$ cat src/common/mac_cfg_pkg.sv
package mac_cfg_pkg;
  // ****************************************
  // register map
  // ****************************************
  localparam logic [15:0] CFG1_OFF = 16'h9200;
  localparam logic [15:0] CFG2_OFF = 16'h9210;
  localparam logic [15:0] IPGT_OFF = 16'h9220;
  localparam logic [15:0] IPGR_OFF = 16'h9230;
  localparam logic [15:0] CLRT_OFF = 16'h9240;
  localparam logic [15:0] MAXF_OFF = 16'h9250;
  localparam int NUM_REGS = 6;
  localparam logic [15:0] REG_STRIDE = 16'h0010;
  // alias offsets within a register slot
  localparam logic [3:0] ALIAS_PLAIN = 4'h0;
  localparam logic [3:0] ALIAS_CLR = 4'h4;
  localparam logic [3:0] ALIAS_SET = 4'h8;
  localparam logic [3:0] ALIAS_INV = 4'hc;
  // ****************************************
  // reset values
  // ****************************************
  localparam logic [15:0] CFG1_RST = 16'h800d;
  localparam logic [15:0] CFG2_RST = 16'h4082;
  localparam logic [15:0] IPGT_RST = 16'h0012;
  localparam logic [15:0] IPGR_RST = 16'h0c12;
  localparam logic [15:0] CLRT_RST = 16'h370f;
  localparam logic [15:0] MAXF_RST = 16'h05ee;
  localparam int MAX_FRAME_OCTETS = 1518;
  // ****************************************
  // first configuration register fields
  // ****************************************
  localparam int MAC_BLOCK_RESET_BIT = 15;
  localparam int BACKOFF_RNG_RESET_BIT = 14;
  localparam int RX_CTRL_RESET_BIT = 11;
  localparam int RX_FUNC_RESET_BIT = 10;
  localparam int TX_CTRL_RESET_BIT = 9;
  localparam int TX_FUNC_RESET_BIT = 8;
  localparam int LOOPBACK_BIT = 4;
  localparam int PAUSE_TX_BIT = 3;
  localparam int PAUSE_RX_BIT = 2;
  localparam int ACCEPT_ALL_BIT = 1;
  localparam int RECEIVE_ON_BIT = 0;
  // writable bits of the first configuration register
  localparam logic [15:0] CFG1_MASK = 16'hcf1f;
  // ****************************************
  // ahb constants
  // ****************************************
  localparam logic [1:0] HTRANS_NONSEQ = 2'h2;
  localparam logic [2:0] HSIZE_BYTE = 3'h0;
  localparam logic [2:0] HSIZE_HALF = 3'h1;
  localparam logic [2:0] HSIZE_WORD = 3'h2;

  typedef struct packed {
    logic mac_block_reset_ctl;
    logic backoff_rng_reset;
    logic rx_ctrl_sublayer_reset;
    logic rx_function_reset;
    logic tx_ctrl_sublayer_reset;
    logic tx_function_reset;
    logic loopback;
    logic pause_tx_permit;
    logic pause_rx_honor;
    logic accept_all_frames;
    logic receive_on;
  } mac_ctl_s;

  typedef struct packed {
    logic [15:0] cfg_two;
    logic [15:0] b2b_gap;
    logic [15:0] nb2b_gap;
    logic [15:0] coll_retry;
    logic [15:0] max_frame_len_field;
  } mac_param_s;
endpackage

$ cat src/hw/mac_config_control.sv
// Chosen here: the AHB-Lite interface to the registers.
`timescale 1ns/1ps
// Notes on behaviour
// block reset bit holds mac and media core in reset; reads one
// backoff rng reset bit resets transmit backoff random generator
// rx control sublayer reset bit holds that logic in reset
// rx function reset bit holds receive function in reset
// tx control sublayer reset bit holds that logic in reset
// tx function reset bit holds transmit function in reset
// loopback bit routes transmit interface into receive interface
// pause transmit bit permits pause frames, zero blocks them
// pause receive bit makes mac honour received pause frames
// accept-all bit passes control frames, zero drops them
// receive-on bit enables frame reception
// only 16 and 32 bit accesses act; 8 bit accesses ignored; here only 8 bit writes are ignored, 8 bit reads still return the register
// clear, set, invert aliases at plus 0x4, 0x8, 0xc
// reset loads 800d, 0c12, 05ee and other documented defaults
// upper half-words read zero and ignore writes
// default max frame length equals 1518 octets
// reset bits are levels, held until software clears them
module mac_config_control #(
  parameter logic [15:0] BASE_ADDR = 16'h9200
) (
  input wire logic sys_clk,
  input wire logic rst,
  input wire logic hsel,
  input wire logic [31:0] haddr,
  input wire logic [1:0] htrans,
  input wire logic hwrite,
  input wire logic [2:0] hsize,
  input wire logic [31:0] hwdata,
  input wire logic hready,
  output logic [31:0] hrdata,
  output logic hreadyout,
  output logic hresp,
  output mac_cfg_pkg::mac_ctl_s ctl,
  output mac_cfg_pkg::mac_param_s params,
  output logic mac_core_reset,
  output logic rx_ctrl_reset,
  output logic rx_func_reset,
  output logic tx_ctrl_reset,
  output logic tx_func_reset,
  output logic backoff_rng_clear,
  // transmit path to media, receive path from media
  input wire logic [7:0] tx_data_in,
  input wire logic tx_valid_in,
  input wire logic [7:0] media_rx_data,
  input wire logic media_rx_valid,
  input wire logic rx_is_control,
  input wire logic rx_is_pause,
  input wire logic tx_is_pause,
  output logic [7:0] media_tx_data,
  output logic media_tx_valid,
  output logic tx_pause_blocked,
  output logic [7:0] rx_data_out,
  output logic rx_valid_out,
  output logic pause_honored
);
  // ****************************************
  // elaboration checks
  // ****************************************
  // slots are 16 bytes apart, so the base must sit on a slot boundary
  if (BASE_ADDR[3:0] != 4'h0) begin : g_bad_base
    $error("base address must be aligned to 16 bytes");
  end

  // the slot index is three bits wide
  if (mac_cfg_pkg::NUM_REGS > 8) begin : g_bad_count
    $error("at most eight register slots");
  end

  // ****************************************
  // helpers
  // ****************************************
  // byte-lane write mask; 8-bit sizes give no lanes at all
  function automatic logic [15:0] lane_mask(input logic [2:0] sz,
                                            input logic a1);
    lane_mask = 16'h0000;
    if (sz == mac_cfg_pkg::HSIZE_WORD) begin
      lane_mask = 16'hffff;
    end else if (sz == mac_cfg_pkg::HSIZE_HALF && !a1) begin
      lane_mask = 16'hffff;
    end
  endfunction

  function automatic logic [15:0] apply_alias(input logic [15:0] cur,
                                              input logic [15:0] wd,
                                              input logic [3:0] op,
                                              input logic [15:0] m);
    logic [15:0] r;
    r = cur;
    case (op)
      mac_cfg_pkg::ALIAS_PLAIN: r = (cur & ~m) | (wd & m);
      mac_cfg_pkg::ALIAS_CLR: r = cur & ~(wd & m);
      mac_cfg_pkg::ALIAS_SET: r = cur | (wd & m);
      mac_cfg_pkg::ALIAS_INV: r = cur ^ (wd & m);
      default: r = cur;
    endcase
    apply_alias = r;
  endfunction

  // value that software sees after reset, slot by slot
  function automatic logic [15:0] reset_value(input int idx);
    logic [15:0] v;
    v = 16'h0000;
    case (idx)
      0: v = mac_cfg_pkg::CFG1_RST;
      1: v = mac_cfg_pkg::CFG2_RST;
      2: v = mac_cfg_pkg::IPGT_RST;
      3: v = mac_cfg_pkg::IPGR_RST;
      4: v = mac_cfg_pkg::CLRT_RST;
      5: v = mac_cfg_pkg::MAXF_RST;
      default: v = 16'h0000;
    endcase
    reset_value = v;
  endfunction

  // slot decode shared by the read and the write side
  function automatic logic slot_ok(input logic [15:0] rel);
    slot_ok = (rel[15:7] == 9'h000) &&
              (rel[6:4] < 3'(mac_cfg_pkg::NUM_REGS));
  endfunction

  // only the first register has unimplemented bits in its low half
  function automatic logic [15:0] slot_mask(input int idx);
    slot_mask = 16'hffff;
    if (idx == 0) begin
      slot_mask = mac_cfg_pkg::CFG1_MASK;
    end
  endfunction

  // ****************************************
  // ahb address phase capture
  // ****************************************
  logic pend_wr;
  logic pend_valid;
  logic [15:0] pend_addr;
  logic [2:0] pend_size;
  logic [15:0] rel_addr;
  logic [2:0] reg_idx;
  logic idx_ok;
  logic [3:0] alias_op;
  logic [15:0] wmask;
  logic [15:0] regs [mac_cfg_pkg::NUM_REGS];
  logic [15:0] next_val [mac_cfg_pkg::NUM_REGS];
  logic [mac_cfg_pkg::NUM_REGS-1:0] wr_hit;
  logic [15:0] addr_rel;
  logic accept;

  assign accept = hsel && hready && htrans[1];
  assign hreadyout = 1'b1;
  assign hresp = 1'b0;

  always_ff @(posedge sys_clk) begin
    if (rst) begin
      pend_valid <= 1'b0;
    end else begin
      pend_valid <= accept;
    end
  end

  // address phase kept for the data phase that follows it
  always_ff @(posedge sys_clk) begin
    if (rst) begin
      pend_wr <= 1'b0;
      pend_addr <= 16'h0000;
      pend_size <= mac_cfg_pkg::HSIZE_WORD;
    end else begin
      if (accept) begin
        pend_wr <= hwrite;
        pend_addr <= haddr[15:0];
        pend_size <= hsize;
      end
    end
  end

  assign rel_addr = pend_addr - BASE_ADDR;
  assign reg_idx = rel_addr[6:4];
  assign idx_ok = slot_ok(rel_addr);
  assign alias_op = {rel_addr[3:2], 2'h0};
  // upper half-word lanes never reach storage
  assign wmask = lane_mask(pend_size, rel_addr[1]);

  // ****************************************
  // register storage
  // ****************************************
  for (genvar g = 0; g < mac_cfg_pkg::NUM_REGS; g++) begin : g_slot
    assign next_val[g] = apply_alias(regs[g], hwdata[15:0], alias_op,
                                     wmask) & slot_mask(g);
    assign wr_hit[g] = pend_valid && pend_wr && idx_ok &&
                       (reg_idx == 3'(g));

    always_ff @(posedge sys_clk) begin
      if (rst) begin
        regs[g] <= reset_value(g);
      end else if (wr_hit[g]) begin
        // bits stay until software writes them back
        regs[g] <= next_val[g];
      end
    end
  end

  // ****************************************
  // read data
  // ****************************************
  assign addr_rel = haddr[15:0] - BASE_ADDR;

  // latched at the address phase, stands through the data phase;
  // a write landing on the same edge is passed straight through
  always_ff @(posedge sys_clk) begin
    if (rst) begin
      hrdata <= 32'h00000000;
    end else if (accept && !hwrite) begin
      hrdata <= 32'h00000000;
      if (slot_ok(addr_rel)) begin
        if (wr_hit[addr_rel[6:4]]) begin
          hrdata <= {16'h0000, next_val[addr_rel[6:4]]};
        end else begin
          hrdata <= {16'h0000, regs[addr_rel[6:4]]};
        end
      end
    end
  end

  // ****************************************
  // control fan-out
  // ****************************************
  always_comb begin
    ctl.mac_block_reset_ctl = regs[0][mac_cfg_pkg::MAC_BLOCK_RESET_BIT];
    ctl.backoff_rng_reset = regs[0][mac_cfg_pkg::BACKOFF_RNG_RESET_BIT];
    ctl.rx_ctrl_sublayer_reset = regs[0][mac_cfg_pkg::RX_CTRL_RESET_BIT];
    ctl.rx_function_reset = regs[0][mac_cfg_pkg::RX_FUNC_RESET_BIT];
    ctl.tx_ctrl_sublayer_reset = regs[0][mac_cfg_pkg::TX_CTRL_RESET_BIT];
    ctl.tx_function_reset = regs[0][mac_cfg_pkg::TX_FUNC_RESET_BIT];
    ctl.loopback = regs[0][mac_cfg_pkg::LOOPBACK_BIT];
    ctl.pause_tx_permit = regs[0][mac_cfg_pkg::PAUSE_TX_BIT];
    ctl.pause_rx_honor = regs[0][mac_cfg_pkg::PAUSE_RX_BIT];
    ctl.accept_all_frames = regs[0][mac_cfg_pkg::ACCEPT_ALL_BIT];
    ctl.receive_on = regs[0][mac_cfg_pkg::RECEIVE_ON_BIT];
    params.cfg_two = regs[1];
    params.b2b_gap = regs[2];
    params.nb2b_gap = regs[3];
    params.coll_retry = regs[4];
    params.max_frame_len_field = regs[5];
  end

  // block reset dominates every sub-reset
  assign mac_core_reset = ctl.mac_block_reset_ctl;
  assign rx_ctrl_reset = ctl.mac_block_reset_ctl |
                         ctl.rx_ctrl_sublayer_reset;
  assign rx_func_reset = ctl.mac_block_reset_ctl |
                         ctl.rx_function_reset;
  assign tx_ctrl_reset = ctl.mac_block_reset_ctl |
                         ctl.tx_ctrl_sublayer_reset;
  assign tx_func_reset = ctl.mac_block_reset_ctl |
                         ctl.tx_function_reset;
  assign backoff_rng_clear = ctl.mac_block_reset_ctl |
                             ctl.backoff_rng_reset;

  // ****************************************
  // datapath steering
  // ****************************************
  logic tx_ok;
  logic [7:0] rx_src_data;
  logic rx_src_valid;
  logic rx_ok;

  assign tx_ok = tx_valid_in && !tx_func_reset && !tx_ctrl_reset &&
                 !(tx_is_pause && !ctl.pause_tx_permit);
  assign tx_pause_blocked = tx_valid_in && tx_is_pause &&
                            !ctl.pause_tx_permit;
  // loopback takes transmit bytes in place of the media
  assign rx_src_data = ctl.loopback ? tx_data_in : media_rx_data;
  assign rx_src_valid = ctl.loopback ? tx_ok : media_rx_valid;
  assign rx_ok = rx_src_valid && ctl.receive_on && !rx_func_reset &&
                 (ctl.accept_all_frames || !rx_is_control);

  always_ff @(posedge sys_clk) begin
    if (rst || tx_func_reset) begin
      media_tx_valid <= 1'b0;
    end else begin
      // no media output while looped back
      media_tx_valid <= tx_ok && !ctl.loopback;
    end
  end

  always_ff @(posedge sys_clk) begin
    if (rst || tx_func_reset) begin
      media_tx_data <= 8'h00;
    end else begin
      media_tx_data <= tx_data_in;
    end
  end

  always_ff @(posedge sys_clk) begin
    if (rst || rx_func_reset) begin
      rx_valid_out <= 1'b0;
    end else begin
      rx_valid_out <= rx_ok;
    end
  end

  always_ff @(posedge sys_clk) begin
    if (rst || rx_func_reset) begin
      rx_data_out <= 8'h00;
    end else begin
      rx_data_out <= rx_src_data;
    end
  end

  always_ff @(posedge sys_clk) begin
    if (rst || rx_ctrl_reset) begin
      pause_honored <= 1'b0;
    end else begin
      pause_honored <= rx_src_valid && rx_is_pause &&
                       ctl.pause_rx_honor && ctl.receive_on;
    end
  end
endmodule

$ cat config.mk
export PLATFORM = sky130hd
export DESIGN_NAME = mac_config_control
export DESIGN_NICKNAME = d
export VERILOG_FILES = /design/src/common/mac_cfg_pkg.sv /design/src/hw/mac_config_control.sv
export SDC_FILE = /design/constraint.sdc
export NUM_CORES = 1
export LEC_CHECK = 0
export BUFFER_PORTS_ARGS = -buffer_cell sky130_fd_sc_hd__buf_4
export CORE_ASPECT_RATIO = 0.5
export CORE_MARGIN = 1
export CORE_UTILIZATION = 30
export CTS_CLUSTER_SIZE = 25
export DETAILED_ROUTE_END_ITERATION = 6
export SETUP_SLACK_MARGIN = 0.05
export SKIP_LAST_GASP = 1
export SYNTH_ARGS = -nofsm -noshare
export SYNTH_HDL_FRONTEND = slang
export SYNTH_SLANG_ARGS = --single-unit
$ cat constraint.sdc
create_clock -name sys_clk -period 5.2 [get_ports sys_clk]
set_clock_uncertainty 0.2 [all_clocks]
set_input_delay 1.04 -clock sys_clk [delete_from_list [all_inputs] [get_ports sys_clk]]
set_output_delay 1.04 -clock sys_clk [all_outputs]
set_load 0.1 [all_outputs]
[Word level (Yosys, flattened, before mapping)]
Memories as Yosys holds them, arrays and structs flattened.
Index checks and enable logic that the tools add are counted.
Operators by class
  bitwise gates (word level): 45
  add/sub/neg operators: 2
  eq/ne operators: 10
  $lt $le $gt $ge: 4
  muxes and demuxes: 43
  reduce and logical (&&, ||, !) cells: 44
Operators with widths (number)
  $pmux W16 S4: 6
  $and A16 B16 Y16: 13
  $mux W16: 12
  $or A16 B16 Y16: 12
  $xor A16 B16 Y16: 6
  $bmux W16 S3: 1
  $not A16 Y16: 2
  $sub A16 B16 Y16 const B: 2
  $logic_and A1 B1 Y1: 27
  $mux W1: 22
  $logic_not A9 Y1: 2
  $or A1 B1 Y1: 11
  $eq A3 B2 Y1 const B: 3
  $logic_not A1 Y1: 9
  $mux W8: 1
  $eq A3 B1 Y1 const B: 2
  $eq A3 B3 Y1 const B: 2
  $lt A3 B3 Y1 const B: 2
  $eq A2 B2 Y1 const B: 2
  $ge A4 B4 Y1 const B: 1
  $logic_not A4 Y1: 1
  $logic_or A1 B1 Y1: 4
  $lt A3 B4 Y1 const B: 1
  $not A3 Y4: 1
  3 further kinds: 3
Storage, ports and cells
  logic and storage cells: 159
  output and inout port bits: 151
  bits of input ports: 95
  register bits after elaboration: 72
  memory bits (writable): 96
  memories kept: 1
Memory list
  regs: depth 6, width 16, read ports 7, clocked after Yosys merged registers in 0, write ports 6, line mac_config_control.sv:144  | logic [15:0] regs [mac_cfg_pkg::NUM_REGS];

[Logic depth before layout (Yosys ltp)]
  depth after elaboration: 14
  depth in mapped cells: 14

[Least setup slack after synthesis]
No wires, ideal clock.
  kind: register to register
  from: register pend_size[1]
  to: register hrdata[14]
  buffers on the path: 4
  required time: 4.871 ns
  cell stages (with the launch flop): 15
  setup slack: 1.351 ns
  clock period less this slack: 3.849 ns
  library setup time: 0.129 ns
  arrival: 3.520 ns
  cell sequence: dfxtp_1 > or3b_1 > buf_2 > a21oi_2 > buf_2 > buf_2 > buf_1 > nand2_1 > ha_1 > inv_1 > mux4_2 > a22o_1 > o21a_1 > a2111oi_0 > o21ai_0
On the way
  word-level cells in the longest chain between the ends: 13
Ends and longest elaborated chain
  start: declaration: line mac_config_control.sv:138  | logic [2:0] pend_size;
  start signal: assignment: line mac_config_control.sv:167  | pend_size <= mac_cfg_pkg::HSIZE_WORD;
  start signal: assignment: line mac_config_control.sv:172  | pend_size <= hsize;
  $eq A3 B1 Y1: line mac_config_control.sv:81  | end else if (sz == mac_cfg_pkg::HSIZE_HALF && !a1) begin
  $logic_and A1 B1 Y1: line mac_config_control.sv:81
  $mux W16: line mac_config_control.sv:81
  $mux W16 *: line mac_config_control.sv:79  | if (sz == mac_cfg_pkg::HSIZE_WORD) begin
  $and A16 B16 Y16 / $not A16 Y16 (equally long branches)
  $not A16 Y16 / $and A16 B16 Y16 (equally long branches): line mac_config_control.sv:94, mac_config_control.sv:93
  $and A16 B16 Y16 / $or A16 B16 Y16 (equally long branches): line mac_config_control.sv:94, mac_config_control.sv:93
  $pmux W16 S4: line mac_config_control.sv:92  | case (op)
  $bmux W16 S3 *: line mac_config_control.sv:217  | hrdata <= {16'h0000, next_val[addr_rel[6:4]]};
  $mux W16 (implied by the code) * (2 in a row): line mac_config_control.sv:217
  $mux W16 *: line mac_config_control.sv:216  | if (wr_hit[addr_rel[6:4]]) begin
  $mux W16 *: line mac_config_control.sv:215  | if (slot_ok(addr_rel)) begin
  end signal: assignment: line mac_config_control.sv:217
  end signal: assignment: line mac_config_control.sv:219  | hrdata <= {16'h0000, regs[addr_rel[6:4]]};
  end: declaration: line mac_config_control.sv:33  | output logic [31:0] hrdata,
Every way passes the cells marked *; elsewhere a longest branch is shown, timed or not. The select of a mux whose other input is x is not followed.
A chain may end at the register's enable or synchronous reset.

[Final worst setup path]
Ends and elaborated chain as after synthesis.

==> reports/qor.log <==
qor: outcome.run_status complete, no violations
qor: yosys.synth_area 0.0119 mm²
qor: critical_path.critPathLaunchType flop
qor: grt.grt.overflow.total 0
qor: timing.final_max_slew_viol_count 0
qor: die.initial_core_util 30.5%
qor: clock_network.clock_sinks 146
qor: detailed_routing.routed_via_density 5.67
qor: power.vdd_ir_drop_max 0.243 mV
qor: grt.antenna_violations_before_repair 0
qor: die.rows 51
qor: placed_design.dp.final_hpwl 31700 µm
qor: timing.fin_worst_hold_slack 0.253 ns
qor: timing.unrepaired_setup_endpoints_after_global_routing false
qor: placed_design.port_buffers 193
qor: critical_path.arrival 3.94 ns
qor: critical_path.critical_path_peak_fanout 13
qor: timing.relSlewSlack 17.2%
qor: clock_network.skew_pair_late_insertion_delay 0.46 ns
qor: yosys.netlist.area_leader.share 23.0%
qor: timing.fmaxAchievable 0.262 GHz
qor: placed_design.place.gp.congestion 0.890
qor: clock_network.htree_num_levels 4
qor: grt.grt_first_pass_wirelength 67500 µm
qor: cells_and_area.layout.cells.non_filler 2079
qor: placed_design.placedInstanceArea 0.0137 mm²
qor: detailed_routing.routed-via-count 11800
qor: critical_path.ws_path_type flop to flop
qor: clock_network.cts-buffers-inserted 17
qor: detailed_routing.drt_pass1_iterations 6
qor: critical_path.required 5.32 ns
qor: clock_network.ctsHoldBuffers 0
qor: yosys.synth_ff_type edfxtp_1
qor: yosys.fraction_of_the_yosys_area_taken_by_sequential_cells 32.2%
qor: die.design.core.area 0.0390 mm²
qor: die.die_h 143 µm
qor: cells_and_area.synthToLayoutAreaGrowth 20.0%
qor: critical_path.worstReg2RegEnd hrdata[14]
qor: die.die_footprint 0.0405 mm²
qor: run.cap_viol_max_count 0
qor: cells_and_area.final_nets 1722
qor: detailed_routing.route.antenna.remaining_nets 0
qor: power.total_leakage_power 5.45 nW
qor: timing.postLayoutSetupSlackWorst 1.38 ns
qor: placed_design.placed_cells_incl_taps 2047
qor: worst_hold_path.worstHoldPathType flop to flop
qor: power.total_power 3.48 mW
qor: cells_and_area.fillerInstances 3978
qor: power.cellPowerDensity 243 mW/mm²
qor: timing.final.period_utilization 73.5%
qor: yosys.synth_enable_flop_cells 91
qor: cells_and_area.antenna_cells_inserted 0
qor: yosys.netlist-cell-type-count 78
qor: yosys.area_share_of_xor_xnor_cells_in_the_synthesized_design 0.147%
qor: yosys.synth.mux.area_fraction 6.55%
qor: detailed_routing.detail_route.wirelength 45800 µm
qor: yosys.synth_async_sr_flop_share 0%
qor: clock_network.root_buffer clkbuf_16
qor: yosys.synth_fa_ha_area_share 9.56%
qor: timing.timing.final.setup_violations 0
qor: detailed_routing.detail_route.iter0.violations 1245
qor: yosys.ys_warn_count 0
qor: clock_network.tritoncts built
qor: timing.tns 0 ns
qor: placed_design.detailedPlace.worstSlack 1.23 ns
qor: critical_path.critPathCaptureType flop
qor: detailed_routing.drcViolationCount 0
qor: yosys.synthCells 1417
qor: yosys.synthSimpleGateAreaFrac 21.7%
qor: critical_path.cp-startpoint pend_size[1]
qor: clock_network.clk_transition_reported_paths 0.07 ns
qor: grt.grt_max_degree 101
qor: cells_and_area.layout-drive-gt1-share 21.3%
qor: die.pin_count 246
qor: timing.worst-slew-pin-transition 1.24 ns
qor: yosys.synth.ff_latch_count 146
qor: critical_path.worstRegToRegCells 10
qor: grt.grt_use_total 22.0%
qor: grt.number_of_global_route_vias_before_repair 10600
qor: clock_network.cts_resized 0
qor: yosys.synth_area_leaders edfxtp_1, ha_1, dfxtp_1
qor: cells_and_area.layout.cell_area.non_filler 0.0143 mm²
qor: yosys.post_synth.cell_area_avg 8.40 µm²
qor: yosys.netlist.top_cell.by_area edfxtp_1
qor: detailed_routing.detail_route.wl_per_cell 22.0 µm
qor: critical_path.worst-r2r-setup-slack 1.38 ns
qor: clock_network.postCtsSetupRepairBufs 0
qor: yosys.combinational_family_with_the_most_area_after_synthesis compound AO/OA/AOI/OAI gates
qor: timing.report.final.hold_viol_count 0
qor: yosys.synthesized_area_fraction_occupied_by_ao_oa_aoi_and_oai_cells 23.8%
qor: cells_and_area.final_util 36.6%
qor: critical_path.critical_path.reg2reg.startpoint pend_size[1]
qor: die.die_x 284 µm
qor: critical_path.termination_of_the_worst_setup_path hrdata[14]
qor: timing.finalWorstPathRequiredPeriod 3.82 ns
qor: clock_network.clock_tree.buffer_depth 2
state kept, by name, indices dropped and copies added, names as in the netlist:
| signal | cells |
|---|---|
| rx_data_out | 8 |
| pend_size | 3 |
| media_tx_data | 8 |
| pend_addr | 15 |
| pend_valid | 1 |
| media_tx_valid | 1 |
| rx_valid_out | 1 |
| hrdata | 16 |
| pause_honored | 1 |
| pend_wr | 1 |
| regs | 91 |
critical path, cell delays in order (launching register included):
cell and delay, ns:
dfxtp_1 0.35, or3b_1 0.56, a21oi_4 0.47, nand2_1 0.29, ha_1 0.37, inv_1 0.04, mux4_2 0.46, a22o_1 0.19
o21a_1 0.18, a2111oi_0 0.46, o21ai_0 0.13
worst min-delay path by stage:
stage                              from  cells past startpoint  slack, ns            end
after global placement    pend_addr[11]                      2       0.24  pend_addr[11]
after floorplan           pend_addr[14]                      2       0.23  pend_addr[14]
after detailed placement  pend_addr[13]                      2       0.25  pend_addr[13]
after global routing      pend_addr[11]                      2       0.28  pend_addr[11]
after CTS                 pend_addr[13]                      2       0.26  pend_addr[13]
final                     pend_addr[14]                      2       0.25  pend_addr[14]
area by class of cell:
| class | instances | area, µm² | area share (%) |
|---|---|---|---|
| repair buffers | 219 | 1640 | 11.5 |
| flip-flops and latches | 146 | 3840 | 26.9 |
| well taps | 530 | 663 | 4.64 |
| clock inverters | 13 | 121 | 0.850 |
| inverters | 22 | 82.6 | 0.578 |
| multi-input cells | 1130 | 7460 | 52.2 |
| clock buffers | 19 | 475 | 3.33 |
cell usage in the layout, fill, tap and decap left out, types with 32 or more instances in the layout:
| cell | netlist | layout |
|---|---|---|
| mux2i_1 | 52 | 52 |
| o211ai_1 | 35 | 35 |
| nor2_1 | 89 | 88 |
| nor2b_1 | 32 | 32 |
| buf_4 | 19 | 219 |
| nand2_1 | 207 | 207 |
| edfxtp_1 | 91 | 91 |
| or2_2 | 34 | 34 |
| dfxtp_1 | 55 | 53 |
| a21oi_1 | 95 | 95 |
| nand2b_1 | 64 | 64 |
| ha_1 | 91 | 91 |
| o21ai_0 | 79 | 78 |
| a31oi_1 | 50 | 50 |
where the power goes:
part | internal (mW) | switching (mW) | total (mW)
sequential | 1.25 | 0.0377 | 1.28
clock | 0.695 | 0.623 | 1.32
combinational | 0.263 | 0.609 | 0.872
per-layer routing:
metal | GRT usage (%) | up-vias | wire [µm]
met5 | 0 | - | 0
met4 | 7.37 | 0 | 1130
met3 | 4.03 | 76 | 3770
met2 | 36.6 | 554 | 21700
met1 | 28.8 | 5699 | 19200
li1 | - | 5464 | -
synth_stat cells (22+ instances only):
cell type / number
a31oi_1: 50
nor2b_1: 32
buf_2: 28
a21oi_1: 95
o211ai_1: 35
dfxtp_1: 55
nand2_1: 207
ha_1: 91
nand2b_1: 64
o21ai_0: 79
a221oi_1: 27
mux2i_1: 52
a211oi_1: 22
inv_1: 22
nor2_1: 89
edfxtp_1: 91
or2_2: 34
clkbuf_1: 68
logic make-up (layout without fill, tap and decap cells):
group           Yosys count  in the layout
mux                      70             70
fa+ha+maj                91             91
xor+xnor                  2              2
simple gates            524            524
compound gates          425            425
buf+inv                 157            273
flops                   146            146
other cells               2             18
No activity file was read; power rests on OpenSTA's default activity.
